### src/include/csrs_pkg.sv
// Package: register map, field positions, codes and states of the soft reset sequencer
package csrs_pkg;

  // Register byte offsets on the Avalon-MM slave
  localparam int ADDR_W = 5;
  localparam logic [4:0] OFF_CTRL = 5'h00;
  localparam logic [4:0] OFF_STATUS = 5'h04;
  localparam logic [4:0] OFF_INT_STAT = 5'h08;
  localparam logic [4:0] OFF_INT_MASK = 5'h0C;

  // Control register fields
  localparam int CTRL_GO = 0;
  localparam int CTRL_BRK_CFG = 1;
  localparam int CTRL_VERB_LO = 2;
  localparam int CTRL_START_CUR = 4;
  localparam int CTRL_CUR_ON = 5;
  localparam int CTRL_ALM_GATE = 6;
  localparam logic [1:0] VERB_BANNER = 2'h1;

  // Status register fields
  localparam int ST_BUSY = 0;
  localparam int ST_STEP_LO = 1;
  localparam int ST_CUR = 5;
  localparam int ST_BRK_CLOSED = 6;
  localparam int ST_FOLLOW = 7;
  localparam int ST_ALM_LO = 8;

  // Interrupt events, one sticky bit each
  localparam int NEV = 4;
  localparam int EV_START = 0;
  localparam int EV_DONE = 1;
  localparam int EV_AUTO = 2;
  localparam int EV_ALARM = 3;
  localparam logic [NEV-1:0] MASK_RST = 4'h0;

  // External services, each a request and acknowledge pair
  localparam int NSVC = 4;
  localparam int SVC_TX = 0;
  localparam int SVC_NVM = 1;
  localparam int SVC_ALM = 2;
  localparam int SVC_INP = 3;

  // Text messages sent over the command link
  localparam logic [1:0] MSG_NONE = 2'h0;
  localparam logic [1:0] MSG_RESETTING = 2'h1;
  localparam logic [1:0] MSG_BANNER = 2'h2;
  localparam logic [1:0] MSG_PROMPT = 2'h3;

  typedef enum logic [3:0] {
    ST_IDLE = 4'h0,
    ST_CUR_OFF = 4'h1,
    ST_NOTICE = 4'h2,
    ST_OUT_OPEN = 4'h3,
    ST_RELOAD = 4'h4,
    ST_ALARM = 4'h5,
    ST_CUR_ON = 4'h6,
    ST_OUT_SET = 4'h7,
    ST_BANNER = 4'h8,
    ST_PROMPT = 4'h9,
    ST_BRAKE = 4'hA,
    ST_INPUTS = 4'hB,
    ST_AUTOSTART = 4'hC
  } csrs_state_e;

  typedef struct packed {
    logic alarm_gate;
    logic current_on_request;
    logic start_current_setting;
    logic [1:0] banner_verbosity_setting;
    logic brake_configured;
  } csrs_cfg_s;

  localparam csrs_cfg_s CFG_RST = '0;

endpackage

### src/csrs_hs.sv
// Request and acknowledge holder for one external service of the sequencer
module csrs_hs
(
  // Clock and reset
  input wire logic clk,
  input wire logic rstn,
  // Sequencer side
  input wire logic start,
  output logic done,
  // Service side
  output logic req,
  input wire logic ack
);

  logic next_req;
  logic next_done;

  // Request stays up until the service acknowledges; an ack without a request is ignored
  always_comb
  begin
    next_req = start | (req & ~ack);
    next_done = req & ack;
  end

  always_ff @(posedge clk)
  begin
    if (!rstn)
    begin
      req <= 1'b0;
      done <= 1'b0;
    end
    else
    begin
      req <= next_req;
      done <= next_done;
    end
  end

endmodule

### src/csrs_irq.sv
// Sticky interrupt status with read clear, mask and one level interrupt
module csrs_irq #(
  parameter int W = 4
)
(
  // Clock and reset
  input wire logic clk,
  input wire logic rstn,
  // Events and software access
  input wire logic [W-1:0] set,
  input wire logic rd_clear,
  input wire logic [W-1:0] mask,
  // Results
  output logic [W-1:0] status,
  output logic irq
);

  logic [W-1:0] next_status;
  logic next_irq;

  // An event in the clearing cycle survives the read that clears the rest
  always_comb
  begin
    next_status = set | (status & ~{W{rd_clear}});
    next_irq = |(next_status & mask);
  end

  always_ff @(posedge clk)
  begin
    if (!rstn)
    begin
      status <= '0;
      irq <= 1'b0;
    end
    else
    begin
      status <= next_status;
      irq <= next_irq;
    end
  end

endmodule

### src/csrs_seq.sv
// Soft reset sequencer of the motion controller with its Avalon-MM register slave
module csrs_seq
  import csrs_pkg::*;
#(
  parameter int ALM_W = 8
)
(
  // Clock and reset
  input wire logic clk,
  input wire logic rstn,
  // Avalon-MM slave
  input wire logic [csrs_pkg::ADDR_W-1:0] avs_address,
  input wire logic avs_read,
  input wire logic avs_write,
  input wire logic [31:0] avs_writedata,
  input wire logic [3:0] avs_byteenable,
  output logic [31:0] avs_readdata,
  output logic avs_waitrequest,
  // Reset command decoded from the command link
  input wire logic reset_cmd,
  // Service handshakes and message selection
  output logic [csrs_pkg::NSVC-1:0] svc_req,
  input wire logic [csrs_pkg::NSVC-1:0] svc_ack,
  output logic [1:0] tx_msg,
  // Conditions of the rest of the controller
  input wire logic [ALM_W-1:0] alarm_code_in,
  input wire logic current_on_input,
  input wire logic seq_running,
  input wire logic startup_seq_exists,
  // Drives
  output logic motor_current_en,
  output logic brake_release_output,
  output logic outputs_follow,
  output logic restart_hold,
  output logic startup_start,
  output logic irq
);

  import csrs_pkg::*;

  csrs_state_e state;
  csrs_state_e next_state;
  csrs_cfg_s cfg;
  csrs_cfg_s next_cfg;
  logic [NEV-1:0] int_mask;
  logic [NEV-1:0] next_int_mask;
  logic [NEV-1:0] int_stat;
  logic [NEV-1:0] ev;
  logic [NEV-1:0] next_ev;
  logic [NSVC-1:0] svc_start;
  logic [NSVC-1:0] next_svc_start;
  logic [NSVC-1:0] svc_done;
  logic [ALM_W-1:0] alarm;
  logic [ALM_W-1:0] next_alarm;
  logic [1:0] next_tx_msg;
  logic next_cur;
  logic next_brake;
  logic next_follow;
  logic next_hold;
  logic next_startup;
  logic [31:0] next_readdata;
  logic next_waitrequest;
  logic acc;
  logic go;
  logic rd_clear;
  logic permit;

  // Bus: every access is answered one cycle after it is seen
  always_comb
  begin
    acc = (avs_read | avs_write) & avs_waitrequest;
    next_waitrequest = ~acc;
    next_cfg = cfg;
    next_int_mask = int_mask;
    next_readdata = avs_readdata;
    go = reset_cmd;
    rd_clear = 1'b0;
    if (acc && avs_write && avs_byteenable[0])
    begin
      if (avs_address == OFF_CTRL)
      begin
        next_cfg.brake_configured = avs_writedata[CTRL_BRK_CFG];
        next_cfg.banner_verbosity_setting = avs_writedata[CTRL_VERB_LO +: 2];
        next_cfg.start_current_setting = avs_writedata[CTRL_START_CUR];
        next_cfg.current_on_request = avs_writedata[CTRL_CUR_ON];
        next_cfg.alarm_gate = avs_writedata[CTRL_ALM_GATE];
        go = reset_cmd | avs_writedata[CTRL_GO];
      end
      else if (avs_address == OFF_INT_MASK)
      begin
        next_int_mask = avs_writedata[NEV-1:0];
      end
    end
    if (acc && avs_read)
    begin
      next_readdata = 32'h0;
      unique case (avs_address)
        OFF_CTRL:
        begin
          next_readdata[CTRL_BRK_CFG] = cfg.brake_configured;
          next_readdata[CTRL_VERB_LO +: 2] = cfg.banner_verbosity_setting;
          next_readdata[CTRL_START_CUR] = cfg.start_current_setting;
          next_readdata[CTRL_CUR_ON] = cfg.current_on_request;
          next_readdata[CTRL_ALM_GATE] = cfg.alarm_gate;
        end
        OFF_STATUS:
        begin
          next_readdata[ST_BUSY] = (state != ST_IDLE);
          next_readdata[ST_STEP_LO +: 4] = state;
          next_readdata[ST_CUR] = motor_current_en;
          next_readdata[ST_BRK_CLOSED] = brake_release_output;
          next_readdata[ST_FOLLOW] = outputs_follow;
          next_readdata[ST_ALM_LO +: ALM_W] = alarm;
        end
        OFF_INT_STAT:
        begin
          next_readdata[NEV-1:0] = int_stat;
          rd_clear = 1'b1;
        end
        OFF_INT_MASK:
        begin
          next_readdata[NEV-1:0] = int_mask;
        end
        default:
        begin
          next_readdata = 32'h0;
        end
      endcase
    end
  end

  always_ff @(posedge clk)
  begin
    if (!rstn)
    begin
      cfg <= CFG_RST;
      int_mask <= MASK_RST;
      avs_readdata <= 32'h0;
      avs_waitrequest <= 1'b1;
    end
    else
    begin
      cfg <= next_cfg;
      int_mask <= next_int_mask;
      avs_readdata <= next_readdata;
      avs_waitrequest <= next_waitrequest;
    end
  end

  // Current may return only with no gating alarm and at least one request to run
  assign permit = (~cfg.alarm_gate | (alarm == '0)) &
                  (cfg.start_current_setting | cfg.current_on_request | current_on_input);

  // Sequencer: each step waits for its service to finish before the next starts
  always_comb
  begin
    next_state = state;
    next_cur = motor_current_en;
    next_brake = brake_release_output;
    next_follow = outputs_follow;
    next_hold = restart_hold;
    next_alarm = alarm;
    next_tx_msg = tx_msg;
    next_svc_start = '0;
    next_ev = '0;
    next_startup = 1'b0;
    unique case (state)
      ST_IDLE:
      begin
        // A request during a running reset is ignored
        if (go)
        begin
          next_state = ST_CUR_OFF;
          next_hold = 1'b1;
          next_ev[EV_START] = 1'b1;
        end
      end
      ST_CUR_OFF:
      begin
        next_cur = 1'b0;
        if (cfg.brake_configured)
        begin
          next_brake = 1'b0;
        end
        next_tx_msg = MSG_RESETTING;
        next_svc_start[SVC_TX] = 1'b1;
        next_state = ST_NOTICE;
      end
      ST_NOTICE:
      begin
        if (svc_done[SVC_TX])
        begin
          next_state = ST_OUT_OPEN;
        end
      end
      ST_OUT_OPEN:
      begin
        next_follow = 1'b0;
        next_svc_start[SVC_NVM] = 1'b1;
        next_state = ST_RELOAD;
      end
      ST_RELOAD:
      begin
        if (svc_done[SVC_NVM])
        begin
          next_svc_start[SVC_ALM] = 1'b1;
          next_state = ST_ALARM;
        end
      end
      ST_ALARM:
      begin
        if (svc_done[SVC_ALM])
        begin
          next_alarm = alarm_code_in;
          next_ev[EV_ALARM] = (alarm_code_in != '0);
          next_state = ST_CUR_ON;
        end
      end
      ST_CUR_ON:
      begin
        next_cur = permit;
        next_state = ST_OUT_SET;
      end
      ST_OUT_SET:
      begin
        // Brake release output keeps its value here, opened at ST_CUR_OFF only if the brake is configured
        next_follow = 1'b1;
        next_svc_start[SVC_TX] = 1'b1;
        if (cfg.banner_verbosity_setting == VERB_BANNER)
        begin
          next_tx_msg = MSG_BANNER;
          next_state = ST_BANNER;
        end
        else
        begin
          next_tx_msg = MSG_PROMPT;
          next_state = ST_PROMPT;
        end
      end
      ST_BANNER:
      begin
        if (svc_done[SVC_TX])
        begin
          next_tx_msg = MSG_PROMPT;
          next_svc_start[SVC_TX] = 1'b1;
          next_state = ST_PROMPT;
        end
      end
      ST_PROMPT:
      begin
        if (svc_done[SVC_TX])
        begin
          next_tx_msg = MSG_NONE;
          next_state = ST_BRAKE;
        end
      end
      ST_BRAKE:
      begin
        if (motor_current_en && cfg.brake_configured)
        begin
          next_brake = 1'b1;
        end
        // The rest of the controller runs again so input actions can take effect
        next_hold = 1'b0;
        next_svc_start[SVC_INP] = 1'b1;
        next_state = ST_INPUTS;
      end
      ST_INPUTS:
      begin
        if (svc_done[SVC_INP])
        begin
          next_state = ST_AUTOSTART;
        end
      end
      ST_AUTOSTART:
      begin
        // Alarm is sampled live since input actions may have raised one
        if ((alarm_code_in == '0) && !seq_running && startup_seq_exists)
        begin
          next_startup = 1'b1;
          next_ev[EV_AUTO] = 1'b1;
        end
        next_alarm = alarm_code_in;
        next_ev[EV_DONE] = 1'b1;
        next_state = ST_IDLE;
      end
      default:
      begin
        next_state = ST_IDLE;
      end
    endcase
  end

  always_ff @(posedge clk)
  begin
    if (!rstn)
    begin
      state <= ST_IDLE;
      motor_current_en <= 1'b0;
      brake_release_output <= 1'b0;
      outputs_follow <= 1'b0;
      restart_hold <= 1'b0;
      alarm <= '0;
      tx_msg <= MSG_NONE;
      svc_start <= '0;
      ev <= '0;
      startup_start <= 1'b0;
    end
    else
    begin
      state <= next_state;
      motor_current_en <= next_cur;
      brake_release_output <= next_brake;
      outputs_follow <= next_follow;
      restart_hold <= next_hold;
      alarm <= next_alarm;
      tx_msg <= next_tx_msg;
      svc_start <= next_svc_start;
      ev <= next_ev;
      startup_start <= next_startup;
    end
  end

  // One holder per service: message send, storage reload, alarm check, input sampling
  for (genvar i = 0; i < NSVC; i++)
  begin : g_svc
    csrs_hs u_hs (
      .clk(clk),
      .rstn(rstn),
      .start(svc_start[i]),
      .done(svc_done[i]),
      .req(svc_req[i]),
      .ack(svc_ack[i])
    );
  end

  csrs_irq #(
    .W(NEV)
  ) u_irq (
    .clk(clk),
    .rstn(rstn),
    .set(ev),
    .rd_clear(rd_clear),
    .mask(int_mask),
    .status(int_stat),
    .irq(irq)
  );

endmodule

### config.mk
export PLATFORM = sky130hd
export DESIGN_NAME = csrs_seq
export DESIGN_NICKNAME = d
export VERILOG_FILES = /design/src/include/csrs_pkg.sv /design/src/csrs_hs.sv /design/src/csrs_irq.sv /design/src/csrs_seq.sv
export SDC_FILE = /design/constraint.sdc
export NUM_CORES = 1
export LEC_CHECK = 0
export BUFFER_PORTS_ARGS = -buffer_cell sky130_fd_sc_hd__clkbuf_2
export CELL_PAD_IN_SITES_DETAIL_PLACEMENT = 1
export CELL_PAD_IN_SITES_GLOBAL_PLACEMENT = 1
export CORE_ASPECT_RATIO = 1.25
export CORE_MARGIN = 3
export CORE_UTILIZATION = 38
export DETAILED_ROUTE_END_ITERATION = 10
export PLACE_DENSITY_LB_ADDON = 0.05
export SYNTH_ARGS = -nofsm -noshare
export SYNTH_HDL_FRONTEND = slang
export SYNTH_SLANG_ARGS = --single-unit
### constraint.sdc
create_clock -name clk -period 4 [get_ports clk]
set_clock_uncertainty 0.1 [all_clocks]
set_input_delay 0.2 -clock clk [delete_from_list [all_inputs] [get_ports clk]]
set_output_delay 0.2 -clock clk [all_outputs]
set_load 0.01 [all_outputs]
# Word level (Yosys, flattened, before mapping)
# Cells that the tools add are included.
[totals]
reg_bits = 66
in_bits = 61
output_inout_bits = 45
elab_cells = 156
[op_classes]
n_eq_ne = 25
mux = 38
bitwise_logic = 30
reduce_logical = 32
[ops]
columns = ["op", "n"]
rows = [
  ["$pmux W4 S12", 1],
  ["$mux W4", 7],
  ["$eq A4 B4 Y1 const B", 5],
  ["$eq A4 B3 Y1 const B", 4],
  ["$logic_not A8 Y1", 2],
  ["$mux W1", 16],
  ["$pmux W8 S2", 1],
  ["$ne A2 B1 Y1 const B", 6],
  ["$pmux W3 S4", 1],
  ["$reduce_and A2 Y1", 6],
  ["$reduce_and A3 Y1", 4],
  ["$and A1 B1 Y1", 10],
  ["$eq A5 B4 Y1 const B", 2],
  ["$pmux W1 S2", 5],
  ["$reduce_bool A2 Y1", 5],
  ["$mux W9", 1],
  ["$or A1 B1 Y1", 9],
  ["$and A4 B4 Y4", 2],
  ["$eq A4 B2 Y1 const B", 2],
  ["$mux W8", 1],
  ["$pmux W2 S4", 1],
  ["$reduce_bool A4 Y1", 2],
  ["$reduce_bool A8 Y1", 1],
  ["$not A1 Y1", 7],
  ["other kinds (16)", 24],
]

# Depth between registers and ports, before layout
[logic_depth]
word_depth = 9
depth_mapped = 6
mapped_depth_nobuf = 4

# Hierarchy
# Synthesis repeated with hierarchy kept, for this count alone.
[hier_totals]
hier_cells = 317
area_unflattened_um2 = 3016.6
[modules_own_cells]
columns = ["module", "n_inst", "cells_per_inst", "area_each_um2", "seq_area_each_um2"]
rows = [
  ["csrs_seq", 1, 274, 2583.7, 1061.0],
  ["csrs_hs", 4, 5, 61.3, 40.0],
  ["csrs_irq", 1, 23, 187.7, 100.1],
]

# Worst setup path after synthesis
# No wires, ideal clock.
[synth_path]
path_type = "register to register"
startpoint = "register state[1]"
endpoint = "register avs_readdata[0]"
setup_ns = 0.117
arrival_ns = 1.412
t_required_ns = 3.783
slack_ns = 2.370
path_stages_with_launch = 6
path_buffers = 1
synth_period_minus_slack_ns = 1.630
path_cell_list = "dfxtp_1 > buf_2 > or4_1 > o211ai_1 > o21ai_0 > a32o_1"
[synth_via]
elab_chain_cells = 2
[synth_rtl]
columns = ["item", "line", "text"]
rows = [
  ["start, declared", "csrs_seq.sv:41", "csrs_state_e state;"],
  ["start signal, assigned", "csrs_seq.sv:311", "state <= next_state;"],
  ["$reduce_bool A4 Y1", "csrs_seq.sv:108", "next_readdata[ST_BUSY] = (state != ST_IDLE);"],
  ["$pmux W1 S3", "csrs_seq.sv:97", "unique case (avs_address)"],
  ["end signal, assigned", "csrs_seq.sv:145", "avs_readdata <= next_readdata;"],
  ["end, declared", "csrs_seq.sv:17", "output logic [31:0] avs_readdata,"],
]
# No other way between the ends.
# A chain may end at the register's enable or synchronous reset.

# Worst setup path in the final report
[layout_path]
startpoint = "register state[2]"
endpoint = "register alarm[5]"
[layout_via]
elab_chain_cells = 3
elab_cells_between_ends = 6
cone_classes = "eq/ne (3); mux (1); reduce/logical (2)"
[layout_rtl]
columns = ["item", "line", "text"]
rows = [
  ["$eq A4 B3 Y1 / $eq A4 B4 Y1 (equally long branches)", "csrs_seq.sv:167", "unique case (state)"],
  ["$ne A2 B1 Y1 (no line) / $reduce_bool A2 Y1 (equally long branches)", "n/a", ""],
  ["$reduce_and A2 Y1 (no line)", "n/a", ""],
  ["end signal, assigned", "csrs_seq.sv:316", "alarm <= next_alarm;"],
  ["end, declared", "csrs_seq.sv:53", "logic [ALM_W-1:0] alarm;"],
]
# Several ways; a longest one is shown, not always the timed one.

==> impl_metrics.tcl <==
set metrics [dict create \
    post_cts_buffers 0 \
    antenna_cells 0 \
    cp-start-kind "flip-flop" \
    intPower_w 0.00109 \
    p_switching_w 0.000417 \
    cts_max_level 3 \
    grt_max_degree 48 \
    reg2reg_slack_ns 2.05 \
    power.share.clock 0.383 \
    finalNetCount 431 \
    fin_setup_tns_ns 0 \
    synth_adder_area_share 0 \
    drt_iter0_drc 74 \
    drive_gt1_frac 0.224 \
    synth_cell_types 47 \
    postSynthCellCount 315 \
    yosysTopAreaCell "dfxtp_1" \
    synth_seq_area_share 0.461 \
    coreArea_mm2 0.00715 \
    fillCellCount 881 \
    wl_per_cell_um 16.2 \
    slew_headroom 0.554 \
    syn_to_final_growth_pct 18.0 \
    tritoncts "done" \
    initial_utilization 0.401 \
    synth_top_family_by_area "simple AND/OR/NAND/NOR gates" \
    worst-setup-path-type "reg -> reg" \
    yosys-mux-area-fraction 0.0813 \
    status "finished, final reports clean" \
    antenna_found_initial 0 \
    port_buffers 61 \
    slowest_delay_ns 0.68 \
    die_width_um 83.7 \
    root_buffer "clkbuf_8" \
    hold_depth 3 \
    post-route-period-util 0.488 \
    fin_util 0.473 \
    reg2reg_depth 4 \
    synth-compound-area-share 0.151 \
    ios 106 \
    max-vdd-ir-drop_v 0.000213 \
    dpl_worst_slack_ns 2.04 \
    hold_start "alarm_code_in[2]" \
    finalSetupViolCount 0 \
    dp_hpwl_mm 5.46 \
    timing_worst_slew_pin_value_ns 0.666 \
    synth_xor_xnor_area_share 0 \
    dr.pass1.iters 4 \
    powerDensity_mw_per_mm2 446 \
    die_area_mm2 0.00862 \
    grt_pass1_vias 2409 \
    grt_pass1_wl_mm 12.0 \
    synth-simple-area-share 0.217 \
    power_leakage_nw 1.47 \
    cap_violations 0 \
    slew_violations 0 \
    r2r-start "state[2]" \
    swShare 0.277 \
    synth_common_cells "dfxtp_1 (66), nor2_1 (43), a21oi_1 (21), mux2i_1 (21), buf_4 (20)" \
    clk_latency_ns 0.34 \
    detail-route-antenna-nets 0 \
    fin_ws_ns 2.05 \
    cp_top_family "flip-flops" \
    clk_path_buf_depth 2 \
    avgSynthCellArea_um2 9.09 \
    p_seq_frac 0.487 \
    combPwrFrac 0.130 \
    hold_viol_final 0 \
    track_usage 0.180 \
    reg2reg_to "alarm[5]" \
    worstHoldEndpoint "alarm[2]" \
    grt_setup_unrepaired "false" \
    routed_wl_mm 7.52 \
    drc_errors 0 \
    grt-ovfl-total 0 \
    synth_most_common_cell "dfxtp_1" \
    cp_slowest_cell "dfxtp_1" \
    yosys-top-cells-area "dfxtp_1 (46%), mux2i_1 (7.3%), nor2_1 (5.6%), buf_4 (5.2%), a21oi_1 (3.7%)" \
    crit_fanout 16 \
    synth_enable_flop_cells 0 \
    power_w 0.00151 \
    seq_area_mm2 0.00132 \
    crit_buf_inv 0 \
    multiInputGateArea_mm2 0.00135 \
    cts_sinks 66 \
    fin_crit_ns 1.95 \
    ys_ff_latch 66 \
    postSynth.asyncResetShare 0 \
    yosysWarnings 0 \
    synth_top_area_share 0.461 \
    fp.dieH_um 103 \
    hold_path_class "in -> reg" \
    placementRows 34 \
    path_cells "nand2b_1 -> a21oi_2 -> mux2i_1 -> nor2_1" \
    synth_flop_cell "dfxtp_1" \
    endpoint_kind "flip-flop" \
    vias 2456 \
    crit_arrival_ns 2.06 \
    required_ns 4.11 \
    routabilityCongestion 0.793 \
    fmax_mhz 512 \
    cts_inserted_buffers 9 \
    via_per_inst 5.28 \
    syn-cell-area_mm2 0.00286 \
    clk_pin_slew_worst_paths_ns 0.08 \
]
==> worst min-delay path, cell delays in order <==
cell and delay (ns):
clkbuf_2 0.09, mux2i_1 0.06, nor2_1 0.07
==> worst max path at each step <==
stage,from,to,slack [ns],cells past startpoint
finish,state[2],alarm[5],2.05,4
detailed placement,avs_address[4],avs_readdata[9],2.04,5
CTS,state[2],alarm[5],2.07,4
floorplan,state[1],avs_readdata[0],2.37,5
global placement,state[2],alarm[2],2.08,4
global route,state[2],alarm[5],1.89,4
==> sequential cells by signal, summed over array words and instances (netlist names), 2 cells and up <==
name / flops
alarm: 8
avs_readdata: 16
cfg: 6
ev: 4
g_svc.u_hs.done: 4
g_svc.u_hs.req: 4
int_mask: 4
state: 4
svc_start: 4
tx_msg: 2
u_irq.status: 4
==> per-stage QoR <==
step                      cell area [um^2]  hold WS, ns  cells
final                                 3380      0.00932    465
after global placement                3130        0.318    445
after global routing                  3380      0.00365    465
after CTS                             3380     0.000827    465
after floorplan                       2920        0.216    330
after detailed placement              3130        0.335    445
==> layer usage <==
| layer | GRT usage | share of wire |
|---|---|---|
| met1 | 0.215 | 0.44 |
| met3 | 0.0432 | 0.042 |
| met2 | 0.310 | 0.50 |
| met4 | 0.0767 | 0.016 |
| met5 | 0 | 0 |
==> power by group through the flow <==
stage	sequential (W)	clock [W]	combinational, W
finish	0.000735	0.000577	0.000196
global route	0.000742	0.000629	0.000219
CTS	0.000735	0.000591	0.000198
detailed placement	0.000750	0	0.000194
global placement	0.000748	0	0.000191
floorplan	0.000721	0	0.000167
==> layout make-up <==
cell class                      count  area share
Timing Repair Buffer               67       0.107
Tap cell                           90      0.0333
Clock buffer                       12      0.0459
Inverter                            9      0.0100
Sequential cell                    66       0.391
Multi-Input combinational cell    217       0.398
Clock inverter                      4      0.0148
==> layout by cell type, fill, tap and decap left out, drive strengths merged, types with 6 or more instances in the layout <==
cell type,Yosys,routed
conb,1,16
mux2i,21,21
nand2,13,13
o21ai,6,6
clkbuf,12,73
nor3,6,6
nand2b,6,6
nor2,43,43
a21oi,22,22
dfxtp,66,66
nor4,7,7
and3,6,6
inv,9,9
a22oi,11,11
nor2b,9,9
==> cells by family (layout without fill, tap and decap cells) <==
| family | Yosys count | after routing |
|---|---|---|
| simple gates | 116 | 116 |
| flops | 66 | 66 |
| compound gates | 63 | 63 |
| buf+inv | 47 | 92 |
| mux | 22 | 22 |
| other cells | 1 | 16 |
==> timing repair <==
| action | CTS | global route |
|---|---|---|
| hold buffers | 4 | 0 |
| hold endpoints to repair | 3 | 0 |
| gates resized for setup | 0 | 0 |
Power figures use the tool's default switching activity.
